**src/cei_pkg.sv**
```systemverilog
package cei_pkg;

  localparam int NSTG = 7;
  localparam int TAGW = 4;
  localparam int REGW = 4;

  // Stage indices, youngest first.
  localparam int S_D = 0;
  localparam int S_AD = 1;
  localparam int S_AC1 = 2;
  localparam int S_AC2 = 3;
  localparam int S_R = 4;
  localparam int S_X = 5;
  localparam int S_W = 6;

  // Stall lengths that the interlocks produce in the plain case.
  localparam int STALL_READ_TEST = 1;
  localparam int STALL_WHOLE_TEST = 4;
  localparam int STALL_AD_AFTER_GUARD = 2;

  typedef enum logic [2:0] {
    K_NONE = 3'h0,
    K_COND_R = 3'h1,
    K_WHOLE = 3'h2,
    K_PART = 3'h3,
    K_PART_WR = 3'h4,
    K_RPT = 3'h5
  } cei_kind_t;

  typedef struct packed {
    logic v;
    logic [TAGW-1:0] tag;
    cei_kind_t kind;
    logic [REGW-1:0] creg;
    logic xw_v;
    logic [REGW-1:0] xw;
    logic adw_v;
    logic [REGW-1:0] adw;
    logic cdone;
    logic cok;
  } cei_ent_t;

  typedef cei_ent_t [NSTG-1:0] cei_pipe_t;

  localparam cei_ent_t ENT_RST = '0;

  // Stage in which the condition of each kind is sampled.
  function automatic int eval_stage(cei_kind_t k);
    int s;
    s = -1;
    unique case (k)
      K_COND_R: s = S_R;
      K_WHOLE: s = S_AD;
      K_PART: s = S_X;
      K_PART_WR: s = S_R;
      K_RPT: s = S_X;
      default: s = -1;
    endcase
    return s;
  endfunction

endpackage

```
**src/cei_stg_if.sv**
```systemverilog
`timescale 1ns/1ps
interface cei_stg_if;
  import cei_pkg::*;
  cei_pipe_t ent;
  logic [NSTG-1:0] hold;
  modport core (output ent, input hold);
  modport mon (input ent, output hold);
endinterface
```
**src/cei_hazard.sv**
```systemverilog
`timescale 1ns/1ps
module cei_hazard
  import cei_pkg::*;
(
  cei_stg_if.mon s
);

  logic [NSTG-1:0] stall;
  cei_ent_t er;
  cei_ent_t ea;

  always_comb begin
    stall = '0;
    er = s.ent[S_R];
    ea = s.ent[S_AD];
    // Read-stage test right behind an execute-stage write.
    if (er.v && (er.kind == K_COND_R || er.kind == K_PART_WR) &&
        s.ent[S_X].v && s.ent[S_X].xw_v && s.ent[S_X].xw == er.creg) begin
      stall[S_R] = 1'b1; // see (RQ1) (RQ4) (RQ6)
    end
    // Whole-instruction test waits until no older writer is short of W.
    if (ea.v && ea.kind == K_WHOLE) begin
      for (int k = S_AC1; k <= S_X; k++) begin
        if (s.ent[k].v && s.ent[k].xw_v && s.ent[k].xw == ea.creg) begin
          stall[S_AD] = 1'b1; // see (RQ8)
        end
      end
    end
    // An AD-stage update waits for an older read-stage guard test. Once the
    // guard is in R the prefetched value lets both share the cycle.
    if (ea.v && ea.adw_v) begin
      for (int k = S_AC1; k <= S_AC2; k++) begin
        if (s.ent[k].v && s.ent[k].kind == K_PART_WR &&
            s.ent[k].creg == ea.adw) begin
          stall[S_AD] = 1'b1; // see (RQ13) (RQ14)
        end
      end
    end
    // Partial guards tested in X never need a stall. see (RQ12)
    // A stalled stage holds itself and everything younger. see (RQ17)
    for (int k = 0; k < NSTG; k++) begin
      s.hold[k] = |(stall >> k);
    end
  end

endmodule

```
**src/cei_interlock.sv**
```systemverilog
`timescale 1ns/1ps
// Summary of operation
// (RQ1) Plain conditions are sampled in the read stage.
// (RQ2) Whole-instruction guard samples in the address stage.
// (RQ3) Partial guard samples in the execute stage.
// (RQ4) Partial guard on memory write samples in read.
// (RQ5) Conditional single repeat samples in execute stage.
// (RQ6) Read test after execute write stalls one cycle.
// (RQ7) Whole guard true runs AD to W, else nothing.
// (RQ8) Whole guard after execute write stalls four cycles.
// (RQ9) Partial guard gates only the execute operation.
// (RQ10) Partial guard lets AD to R operations run.
// (RQ11) False partial guard drops loaded data.
// (RQ12) Partial guard after execute write never stalls.
// (RQ13) AD write after write-guard test delays two cycles.
// (RQ14) Read test and AD write may share a cycle.
// (RQ15) Guarded write: pointer update always, store only if true.
// (RQ16) Instructions advance one stage per cycle through seven.
// (RQ17) Stall holds the instruction and younger ones only.
module cei_interlock
  import cei_pkg::*;
(
  input wire logic CLK,
  input wire logic RST,
  input wire logic CE,
  input wire logic ISS_VALID,
  input wire logic [TAGW-1:0] ISS_TAG,
  input wire logic [2:0] ISS_KIND,
  input wire logic [REGW-1:0] ISS_CREG,
  input wire logic ISS_XW_VALID,
  input wire logic [REGW-1:0] ISS_XW_REG,
  input wire logic ISS_ADW_VALID,
  input wire logic [REGW-1:0] ISS_ADW_REG,
  input wire logic [NSTG-1:0] COND_TRUE,
  output logic ISS_READY,
  output logic [NSTG-1:0] STG_VALID,
  output logic [NSTG-1:0] STG_HOLD,
  output logic [NSTG-1:0] OP_FIRE,
  output logic [NSTG-1:0] OP_KILL,
  output logic [NSTG*TAGW-1:0] OP_TAG,
  output logic COND_STROBE,
  output logic COND_VALUE,
  output logic [TAGW-1:0] COND_TAG
);

  typedef struct packed {
    cei_pipe_t ent;
    logic [NSTG-1:0] hold;
    logic ready;
    logic [NSTG-1:0] fire;
    logic [NSTG-1:0] kill;
    logic [NSTG*TAGW-1:0] ftag;
    logic cstb;
    logic cval;
    logic [TAGW-1:0] ctag;
  } cei_state_t;

  cei_state_t st_r;
  cei_state_t st_nxt;
  cei_pipe_t upd;
  cei_ent_t ne;

  cei_stg_if hz_if ();

  cei_hazard u_hazard (
    .s(hz_if.mon)
  );

  assign hz_if.ent = st_nxt.ent;

  // Whether the operation of stage k takes effect, given the condition.
  function automatic logic op_effect(cei_ent_t e, int k);
    logic r;
    r = 1'b1;
    unique case (e.kind)
      K_WHOLE: r = (k == S_D) ? 1'b1 : e.cok; // see (RQ7)
      K_PART: r = (k == S_X) ? e.cok : 1'b1; // see (RQ9) (RQ10) (RQ11)
      K_PART_WR: r = (k == S_W) ? e.cok : 1'b1; // see (RQ15) (RQ10)
      default: r = 1'b1;
    endcase
    return r;
  endfunction

  always_comb begin
    st_nxt = st_r;
    st_nxt.cstb = 1'b0;
    st_nxt.cval = st_r.cval;
    st_nxt.ctag = st_r.ctag;
    st_nxt.fire = '0;
    st_nxt.kill = '0;
    st_nxt.ftag = '0;
    ne = ENT_RST;

    // Capture the condition of an instruction that completes its
    // sampling stage this cycle. A held instruction does not sample until released,
    // so the value it sees is the one after the interlock.
    for (int k = 0; k < NSTG; k++) begin
      upd[k] = st_r.ent[k];
      if (st_r.ent[k].v && !st_r.hold[k] && !st_r.ent[k].cdone &&
          eval_stage(st_r.ent[k].kind) == k) begin
        upd[k].cdone = 1'b1; // see (RQ1) (RQ2) (RQ3) (RQ4) (RQ5)
        upd[k].cok = COND_TRUE[k];
        st_nxt.cstb = 1'b1;
        st_nxt.cval = COND_TRUE[k];
        st_nxt.ctag = st_r.ent[k].tag;
      end
    end

    // Report which stage operations completed, with or without effect.
    for (int k = 0; k < NSTG; k++) begin
      if (upd[k].v && !st_r.hold[k]) begin
        st_nxt.fire[k] = op_effect(upd[k], k);
        st_nxt.kill[k] = !op_effect(upd[k], k);
        st_nxt.ftag[k*TAGW +: TAGW] = upd[k].tag;
      end
    end

    // Advance one stage per cycle; a held stage keeps its entry and the
    // first stage in front of it receives a bubble. see (RQ16) (RQ17)
    for (int k = 1; k < NSTG; k++) begin
      if (st_r.hold[k]) begin
        st_nxt.ent[k] = upd[k];
      end else if (st_r.hold[k-1]) begin
        st_nxt.ent[k] = ENT_RST;
      end else begin
        st_nxt.ent[k] = upd[k-1];
      end
    end

    if (ISS_VALID && st_r.ready) begin
      ne.v = 1'b1;
      ne.tag = ISS_TAG;
      ne.kind = cei_kind_t'(ISS_KIND);
      ne.creg = ISS_CREG;
      ne.xw_v = ISS_XW_VALID;
      ne.xw = ISS_XW_REG;
      ne.adw_v = ISS_ADW_VALID;
      ne.adw = ISS_ADW_REG;
    end
    if (st_r.hold[S_D]) begin
      st_nxt.ent[S_D] = upd[S_D];
    end else begin
      st_nxt.ent[S_D] = ne;
    end

    // Hazards depend on pipe contents only, so evaluating them on the
    // next contents and registering gives a hold that is exact for the
    // coming cycle while every output stays a flop.
    st_nxt.hold = hz_if.hold;
    st_nxt.ready = !hz_if.hold[S_D];
  end

  always_ff @(posedge CLK) begin
    if (RST) begin
      st_r <= '0;
      st_r.ready <= 1'b1;
    end else if (CE) begin
      st_r <= st_nxt;
    end
  end

  always_comb begin
    ISS_READY = st_r.ready;
    STG_HOLD = st_r.hold;
    OP_FIRE = st_r.fire;
    OP_KILL = st_r.kill;
    OP_TAG = st_r.ftag;
    COND_STROBE = st_r.cstb;
    COND_VALUE = st_r.cval;
    COND_TAG = st_r.ctag;
    for (int k = 0; k < NSTG; k++) begin
      STG_VALID[k] = st_r.ent[k].v;
    end
  end

endmodule

```
**config.mk**
```make
export PLATFORM = sky130hd
export DESIGN_NAME = cei_interlock
export DESIGN_NICKNAME = d
export VERILOG_FILES = /design/src/cei_pkg.sv /design/src/cei_stg_if.sv /design/src/cei_hazard.sv /design/src/cei_interlock.sv
export SDC_FILE = /design/constraint.sdc
export NUM_CORES = 1
export LEC_CHECK = 0
export BUFFER_PORTS_ARGS = -buffer_cell sky130_fd_sc_hd__buf_2
export CELL_PAD_IN_SITES_DETAIL_PLACEMENT = 1
export CELL_PAD_IN_SITES_GLOBAL_PLACEMENT = 2
export CORE_ASPECT_RATIO = 1.25
export CORE_MARGIN = 10
export CORE_UTILIZATION = 37
export CTS_CLUSTER_DIAMETER = 60
export CTS_CLUSTER_SIZE = 12
export DETAILED_ROUTE_END_ITERATION = 12
export PLACE_DENSITY = 0.83
export SLEW_MARGIN = 20
export SYNTH_ARGS = -nofsm -noshare
export SYNTH_HDL_FRONTEND = slang
export SYNTH_SLANG_ARGS = --single-unit
```
**constraint.sdc**
```tcl
create_clock -name CLK -period 5.3 [get_ports CLK]
set_clock_uncertainty 0.15 [all_clocks]
set_input_delay 0.53 -clock CLK [delete_from_list [all_inputs] [get_ports CLK]]
set_output_delay 0.53 -clock CLK [all_outputs]
set_load 0.02 [all_outputs]
```
# Yosys cells after proc, flatten, opt, wreduce, memory -nomap -nowiden
# Cells that the tools add are included.
# W data, S select, Z words.
[word_totals]
wordCells = 285
in_bits = 32
regBits = 192
[op_classes]
n_mux = 75
eq_ne = 53
n_reduce_logical = 84
bitwise = 5
[ops]
columns = ["operator", "n"]
rows = [
  ["$pmux W32 S3", 7],
  ["$mux W24", 9],
  ["$eq A32 B4 Y1 const B", 3],
  ["$eq A32 B3 Y1 const B", 2],
  ["$eq A3 B3 Y1 const B", 17],
  ["$eq A3 B2 Y1 const B", 15],
  ["$mux W6", 7],
  ["$logic_and A1 B1 Y1", 38],
  ["$mux W1", 37],
  ["$reduce_or A2 Y1", 17],
  ["$eq A32 B2 Y1 const B", 1],
  ["$logic_not A32 Y1", 1],
  ["$eq A4 B4 Y1", 7],
  ["$mux W4", 7],
  ["$eq A3 B1 Y1 const B", 8],
  ["$mux W22", 1],
  ["$logic_not A1 Y1", 20],
  ["$mux W2", 7],
  ["$reduce_and A2 Y1", 6],
  ["$reduce_bool A7 Y1", 1],
  ["$not A1 Y1", 5],
  ["$logic_or A1 B1 Y1", 1],
]

# Depth between registers and ports, before layout
# Gate-level depths: netlist (run 1).
[depth]
ltp_word = 20
depth_mapped = 9

# Cells and area by module
# From an unflattened synthesis (run 1), not the netlist that was laid out.
[unflattened]
hier_cells = 1289
area_unflattened_um2 = 11058.1
[modules_own_cells]
columns = ["module", "area_each_um2", "n_inst", "cells_per_inst"]
rows = [
  ["cei_interlock", 10595.2, 1, 1229],
  ["cei_hazard", 462.9, 1, 60],
]

# Worst setup path before layout (run 1)
# No wires, ideal clock.
[synth_timing]
path_kind = "reg2reg"
from = "register st_r (netlist bit STG_HOLD[1])"
to = "register st_r (netlist bit STG_HOLD[1])"
synth_period_minus_slack_ps = 2148
path_slack_ps = 3152
path_stages_with_launch = 8
t_arrival_ps = 1879
setup_ps = 119
t_required_ps = 5031
path_cell_list = "dfxtp_1 -> buf_6 -> mux2i_2 -> nand2_1 -> a41oi_2 -> nor3_1 -> or4_1 -> o221a_1"
[synth_via]
elab_chain_len = 13
elab_cells_between_ends = 30
classes_between = "eq/ne: 8; mux: 11; reduce/logical: 11"
[synth_lines]
columns = ["item", "line_no", "text"]
rows = [
  ["from (decl)", "cei_interlock.sv:58", "cei_state_t st_r;"],
  ["from (signal assigned)", "cei_interlock.sv:158", "st_r <= st_nxt;"],
  ["$mux W24", "cei_interlock.sv:123", "end else if (st_r.hold[k-1]) begin"],
  ["$mux W24", "cei_interlock.sv:121", "if (st_r.hold[k]) begin"],
  ["$eq A4 B4 Y1 or $logic_and A1 B1 Y1 (tied branches)", "cei_hazard.sv:24", "if (s.ent[k].v && s.ent[k].xw_v && s.ent[k].xw == ea.creg) begin"],
  ["$logic_and A1 B1 Y1", "cei_hazard.sv:24", ""],
  ["$mux W1 (4 in series)", "cei_hazard.sv:24", ""],
  ["$mux W1", "cei_hazard.sv:22", "if (ea.v && ea.kind == K_WHOLE) begin"],
  ["$mux W1 (2 in series)", "cei_hazard.sv:33", "if (s.ent[k].v && s.ent[k].kind == K_PART_WR &&"],
  ["$mux W1 *", "cei_hazard.sv:31", "if (ea.v && ea.adw_v) begin"],
  ["$reduce_or A2 Y1 *", "cei_hazard.sv:42", "s.hold[k] = |(stall >> k);"],
]
# Every way passes the cells marked *; elsewhere a longest branch is shown, timed or not.
# A chain may end at the register's enable or synchronous reset.

# Worst setup path in the final report (run 1)
[layout_timing]
from = "register STG_HOLD[2] (netlist name)"
to = "register st_r[176] (netlist name)"
[layout_via]
elab_chain_len = 6
[layout_lines]
columns = ["item", "line_no", "text"]
rows = [
  ["$logic_not A1 Y1", "cei_interlock.sv:99", "if (st_r.ent[k].v && !st_r.hold[k] && !st_r.ent[k].cdone &&"],
  ["$logic_and A1 B1 Y1 (3 in series)", "cei_interlock.sv:99", ""],
  ["$mux W2", "cei_interlock.sv:99", ""],
  ["$mux W24 *", "cei_interlock.sv:123", ""],
]
# Marked as above.

==> run summary, run 1 <==
status -> completed
initial antenna violation count -> 0
H-tree depth -> 4
peak supply drop -> 0.2245 mV
final slew viol count -> 0
Netlist cell types -> 53
final setup TNS -> 0 ps
Worst Path Class, Setup -> register to register
# diodes -> 0
Hold WS -> 177.5 ps
max cap viols -> 0
flops & latches, synth -> 170
core footprint -> 20170 µm²
post-route insts no fill -> 1191
DIE AREA -> 26660 µm²
Syn. warnings -> 0
Main synth FF type -> dfxtp_1
number of flops mapped to enable cells by yosys -> 0
Clock transition at path regs -> 70 ps
gr usage total -> 15.81%
first-pass GRT wire length -> 34350 µm
slew of the pin with the lowest slew margin -> 998.0 ps
Slew Limit Headroom -> 33.47%
Arrival @ worst endpoint -> 3460 ps
Remaining DRCs -> 0
Worst path most repeated cell -> nor2_1
CTS root buf -> clkbuf_16
IO Count -> 95
Util after Layout -> 41.00%
Critical Path Fanout Max -> 46
via-per-instance ratio -> 5.236
routed vias -> 6236
Critical Path Start Type -> register
GPL Wtd Cong -> 0.8431
Synth area leader -> dfxtp_1
cts repair resizes -> 0
RSZ-0062 raised after global routing -> no
post-synth top area share -> 44.88%
num rows -> 58
ys async rst share -> 0%
number of buffers created by CTS -> 17
CP peak stage delay -> 990 ps
Lkg Pwr -> 2.940 nW
post-synthesis cell count -> 914
share of post-route cells with drive strength above 1 -> 15.64%
drt initial violations -> 319
initial core utilization -> 37.59%
slowest cell on the critical path -> dfxtp_2
Longest Clk Path Bufs -> 2
worst r2r src -> STG_HOLD[2]
PortBufs -> 87
clock sinks -> 170
number of global-route vias before repair -> 6341
Post-CTS Hold Fix Bufs -> 0
WP data required -> 5440 ps
fin crit share -> 62.63%
reg-to-reg critical path endpoint -> st_r[176]
post-synthesis sequential area ratio -> 44.88%
synthesized area per cell -> 8.297 µm²
largest net degree at the start of global routing -> 61
r2r setup slk -> 1980 ps
Final min period -> 3319 ps
worst r2r path cells -> 6
dominant cells by area after synthesis -> dfxtp_1, nand2_1, a21oi_1
Critical Path End Type -> register
Fillers -> 2450
total grt overflow -> 0
Die W -> 148.1 µm
WL per Instance -> 17.78 µm
Die Ht -> 180.1 µm
postcts setup bufs -> 0
Placed Cells -> 1159
layout net count -> 940
PnR Total Power -> 2.633 mW
Final Setup Violations -> 0
CP cell instances -> inv_1 > nand2_1 > buf_4 > nor2_1 > a21oi_1 > nor2_1
Final Hold Fails -> 0
CTS tree -> built
Hold Path Class -> primary input to register
max frequency -> 301.3 MHz
Layout area overhead -> 9.074%
placed wire-length estimate -> 14570 µm
CP Capture Point -> st_r[176]
DRT antenna net count -> 0
First-pass DRT Iterations -> 4
CP startpoint -> STG_HOLD[2]
Mapped Area -> 7584 µm²
power density cells -> 318.3 nW/µm²
WL final -> 21180 µm
Clock Latency Late Sink -> 430 ps
## cell type report
cell class                 instances  area [µm²]  share of cell area [%]
sequential                       170        3405                   41.16
timing repair buffer              97       513.0                   6.202
clock inverter                    15       136.4                   1.649
multi-input combinational        618        3440                   41.58
clock buffer                      17       425.4                   5.143
inverter                           4       15.01                  0.1815
tap                              270       337.8                   4.084
## critical path: cells and delay by family, from the launching register on
| kind | cells | cell delay [ps] |
|---|---|---|
| buffers and inverters | 2 | 1040 |
| DFF | 1 | 990 |
| and+or+nand+nor | 3 | 840 |
| AOI/OAI and AO/OA | 1 | 130 |
## synthesized netlist by cell type (4+ instances only)
cell type    n
nand2_1    174
nor2_1      74
nor2b_1     12
nor3b_1      4
nand3_1     45
nor4b_1      5
xnor2_1     19
and3_1       4
mux2i_1     26
nand4_1      4
buf_2       12
a22oi_1     41
buf_4       62
a32oi_1      6
nor3_1       5
o21ai_0     11
clkbuf_1    40
nand3b_1     4
xor2_1      14
or3_1        4
a21oi_1    117
a221oi_1     5
a211oi_1     4
dfxtp_1    170
buf_1        7
a21boi_0     6
## sequential cells by signal, summed over array words and instances (netlist names)
register / count
COND_STROBE: 1
STG_HOLD: 2
ISS_READY: 1
COND_TAG: 4
COND_VALUE: 1
OP_TAG: 28
STG_VALID: 7
OP_KILL: 6
OP_FIRE: 7
st_r: 113
## cells in the final DEF (no fill, tap or decap), drive strengths merged, types with 5 or more instances in the layout
| cell | n |
|---|---|
| a221oi | 5 |
| o21ai | 11 |
| clkinvlp | 5 |
| a32oi | 6 |
| nor2 | 74 |
| nand3 | 45 |
| nor2b | 12 |
| xnor2 | 19 |
| buf | 97 |
| nor4b | 6 |
| nand2 | 174 |
| xor2 | 14 |
| a21oi | 117 |
| inv | 10 |
| dfxtp | 170 |
| nor3 | 5 |
| a21boi | 6 |
| mux2i | 30 |
| clkbuf | 17 |
| a22oi | 41 |
## report_power, final
group / switching, mW / total, mW / internal [mW]
sequential: 0.0159 / 1.31 / 1.29
combinational: 0.100 / 0.141 / 0.0406
clock: 0.571 / 1.19 / 0.615
total: 0.687 / 2.63 / 1.95
## logic make-up after synthesis
group | synth area share (%)
AO/OA/AOI/OAI | 16.65
AND/OR/NAND/NOR | 20.44
flip-flops | 44.88
other | 0.04945
XOR/XNOR | 3.811
buffers and inverters | 9.899
multiplexers | 4.273
## how the worst min path moves through the flow
stage | from | endpoint | slack, ps | cells after the start
after floorplan | st_r[57] | st_r[81] | 280 | 2
after global placement | st_r[129] | st_r[153] | 290 | 2
after detailed placement | OP_KILL[5] | OP_KILL[5] | 300 | 2
after CTS | ISS_XW_REG[2] | st_r[65] | 160 | 3
after global routing | ISS_XW_REG[1] | st_r[64] | 180 | 3
final | ISS_XW_REG[2] | st_r[65] | 180 | 3
## stage by stage
stage | cell area, µm² | setup slack [ps]
floorplan | 7591 | 3152
global placement | 7710 | 2073
detailed placement | 7710 | 2018
CTS | 8272 | 1999
global route | 8272 | 1755
finish | 8272 | 1981
## routing by layer
layer / track usage [%] / share of wire [%] / up-vias
met2: 29.20 / 54 / 91
met5: 0 / 0 / -
met3: 3.492 / 3.8 / 22
li1: - / - / 3069
met4: 5.044 / 1.8 / 0
met1: 17.32 / 41 / 3054
Note: power is estimated with default switching activity, not from simulation.
==> inputs of run 2 (changes only) <==
--- a/config.mk
+++ b/config.mk
@@ -10,11 +10,11 @@
 export CELL_PAD_IN_SITES_GLOBAL_PLACEMENT = 2
 export CORE_ASPECT_RATIO = 1.25
 export CORE_MARGIN = 10
-export CORE_UTILIZATION = 37
+export CORE_UTILIZATION = 31
 export CTS_CLUSTER_DIAMETER = 60
 export CTS_CLUSTER_SIZE = 12
 export DETAILED_ROUTE_END_ITERATION = 12
-export PLACE_DENSITY = 0.83
+export PLACE_DENSITY = 0.74
 export SLEW_MARGIN = 20
 export SYNTH_ARGS = -nofsm -noshare
 export SYNTH_HDL_FRONTEND = slang
==> constraint.sdc (replaced) <==
create_clock -name CLK -period 2.67 [get_ports CLK]
set_clock_uncertainty 0.15 [all_clocks]
set_input_delay 0.267 -clock CLK [delete_from_list [all_inputs] [get_ports CLK]]
set_output_delay 0.267 -clock CLK [all_outputs]
set_load 0.02 [all_outputs]
==> run 2 against run 1 <==
Net effect: total power is 110% higher; via count is 1.4% higher; sequential share of layout area is 2.7 points lower; cell area is 7.1% higher; maximum frequency is 38% higher; cell count is 8.3% higher; critical path type unchanged; hold slack worse by 85 ps; global-route usage is 1.6 points lower; first-iteration DRC count is 24% lower; combinational power is 130% higher.
==> run summary, run 2 (synthesized netlist as in run 1, its figures left out) <==
Die Ht -> 194.9 µm (+8.2%)
Slew Limit Headroom -> 45.11% (+12 points)
cell internal pwr -> 4.320 mW (+120%)
Die W -> 159.9 µm (+8.0%)
Critical Path Start Type -> register
number of buffers created by CTS -> 17 (unchanged)
Fillers -> 2831 (+16%)
IO Count -> 95 (unchanged)
WL final -> 22370 µm (+5.6%)
Largest register FFs -> 113 (unchanged)
commonest non-fill, non-tap cell in the layout -> nand2_1
worst r2r path cells -> 7 (+1)
share of post-route cells with drive strength above 1 -> 17.12% (+1.5 points)
Final Hold Fails -> 0 (unchanged)
max cap viols -> 0 (unchanged)
slew of the pin with the lowest slew margin -> 823.4 ps (-174.6 ps)
drt initial violations -> 242 (-24%)
DRT antenna net count -> 0 (unchanged)
Psw -> 1.274 mW (+85%)
first-pass GRT wire length -> 36100 µm (+5.1%)
Hold WS -> 92.34 ps (-85.18 ps)
hold worst-path end -> ISS_READY
Crit path depth -> 7 (+1)
initial antenna violation count -> 1 (+1)
Lkg Pwr -> 3.213 nW (+9.3%)
Logic pwr share -> 5.8% (+0.5 points)
Place WS -> 257.0 ps (-1761 ps)
Clock Latency Late Sink -> 430 ps (about the same)
CTS tree -> built
GPL Wtd Cong -> 0.8250 (-2.1%)
peak supply drop -> 0.4309 mV (+92%)
max frequency -> 414.7 MHz (+38%)
Clock transition at path regs -> 70 ps (about the same)
Arrival @ worst endpoint -> 2580 ps (-880 ps)
RSZ-0062 raised after global routing -> no
WP data required -> 2840 ps (-2600 ps)
total grt overflow -> 0 (unchanged)
r2r setup slk -> 260 ps (-1720 ps)
CTS root buf -> clkbuf_16
Bufs and invs on worst path -> 1 (-1)
largest net degree at the start of global routing -> 58 (-4.9%)
most frequent cells in the layout -> nand2_1, dfxtp_1, a21oi_1
register with the most flip-flops -> st_r
slowest cell on the critical path -> or4_1
clock sinks -> 170 (unchanged)
routed vias -> 6325 (+1.4%)
reg-to-reg critical path endpoint -> STG_HOLD[1]
Util after Layout -> 37.08% (-3.9 points)
Hold Path Class -> primary input to register
Critical Path End Type -> register
hold_sp -> CE
Worst Hold Depth -> 4 (+1)
worst r2r src -> STG_HOLD[1]
Final min period -> 2411 ps (-907.8 ps)
Layout area overhead -> 16.78%
sw frac -> 22.78% (-3.3 points)
Longest Clk Path Bufs -> 2 (unchanged)
core footprint -> 23880 µm² (+18%)
Worst Path Class, Setup -> register to register
final setup TNS -> 0 ps (unchanged)
power density cells -> 631.7 nW/µm² (+98%)
cell family with most CP delay -> simple AND/OR/NAND/NOR gates
clock network fraction of design power -> 47.8% (+2.7 points)
sequential power share -> 46.3% (-3.3 points)
CP cell instances -> buf_4 > mux2i_2 > nand2_1 > a41oi_2 > nor3_1 > or4_1 > o221a_1
First-pass DRT Iterations -> 4 (unchanged)
PortBufs -> 87 (unchanged)
num rows -> 63 (+8.6%)
CP peak stage delay -> 570 ps (-420 ps)
initial core utilization -> 31.75% (-5.8 points)
via-per-instance ratio -> 4.903 (-6.4%)
WL per Instance -> 17.34 µm (-2.5%)
H-tree depth -> 4 (unchanged)
Remaining DRCs -> 0 (unchanged)
fin crit share -> 90.32% (+28 points)
number of global-route vias before repair -> 6533 (+3.0%)
Final Setup Violations -> 0 (unchanged)
Critical Path Fanout Max -> 8 (-83%)
PnR Total Power -> 5.595 mW (+110%)
placed wire-length estimate -> 15780 µm (+8.3%)
status -> completed
final slew viol count -> 0 (unchanged)
layout net count -> 985 (+4.8%)
gr usage total -> 14.19% (-1.6 points)
DIE AREA -> 31160 µm² (+17%)
setup ws final -> 258.5 ps (-1722 ps)
run 2: changes by cell type in the layout (fill, tap and decap cells not counted), sizes merged:
cell	change
buf	+24
dlygate4sd3	+21
clkinvlp	-5
inv	-5
bufinv	+4
clkbuf	+4
diode	+1
run 2: worst max-delay path by stage:
stage | start | endpoint
after floorplan | STG_HOLD[1] | STG_HOLD[1]
after global placement | STG_HOLD[1] | STG_HOLD[1]
after detailed placement | STG_HOLD[1] | STG_HOLD[1]
after CTS | STG_HOLD[1] | STG_HOLD[1]
after global routing | STG_HOLD[1] | COND_VALUE
final | STG_HOLD[1] | STG_HOLD[1]
run 2: per-layer routing:
metal	part of all wire [%]	global-route usage, %	vias to the layer above
li1	-	-	3164
met1	42	15.87	3051
met2	54	26.24	89
met3	3.1	3.214	21
met4	1.3	3.836	0
met5	0	0	-
run 2: stage by stage:
stage | cells | cell area [µm²]
floorplan | 916 | 7591
global placement | 1238 | 8009
detailed placement | 1238 | 8009
CTS | 1289 | 8853
global route | 1289 | 8853
finish | 1290 | 8856
run 2: worst register-to-register path, stage by stage, from the launching register on:
cell and delay [ps]:
dfxtp_1 500, buf_4 240, mux2i_2 260, nand2_1 90, a41oi_2 190, nor3_1 70, or4_1 570, o221a_1 230
run 2: cell type report:
| class | instances | area, µm² | area share, % |
|---|---|---|---|
| clock buffer | 21 | 470.5 | 5.312 |
| inverter | 4 | 15.01 | 0.1695 |
| sequential | 170 | 3405 | 38.44 |
| timing repair buffer | 142 | 953.4 | 10.77 |
| tap | 325 | 406.6 | 4.592 |
| antenna | 1 | 2.502 | 0.02826 |
| clock inverter | 9 | 163.9 | 1.851 |
| multi-input combinational | 618 | 3440 | 38.84 |
run 2: power groups by stage:
stage | clock network, mW | logic, mW | registers (mW)
6_report | 2.68 | 0.326 | 2.59
2_1_floorplan | 0 | 0.209 | 2.64
4_1_cts | 2.75 | 0.332 | 2.59
3_3_place_gp | 0 | 0.306 | 2.65
3_5_place_dp | 0 | 0.308 | 2.65
5_1_grt | 2.85 | 0.364 | 2.59
run 2: what timing repair did:
item	CTS	global route
gates resized for setup	0	0
hold buffers	21	0
hold endpoints to repair	21	0
setup endpoints to repair	0	0
buffers inserted	0	0
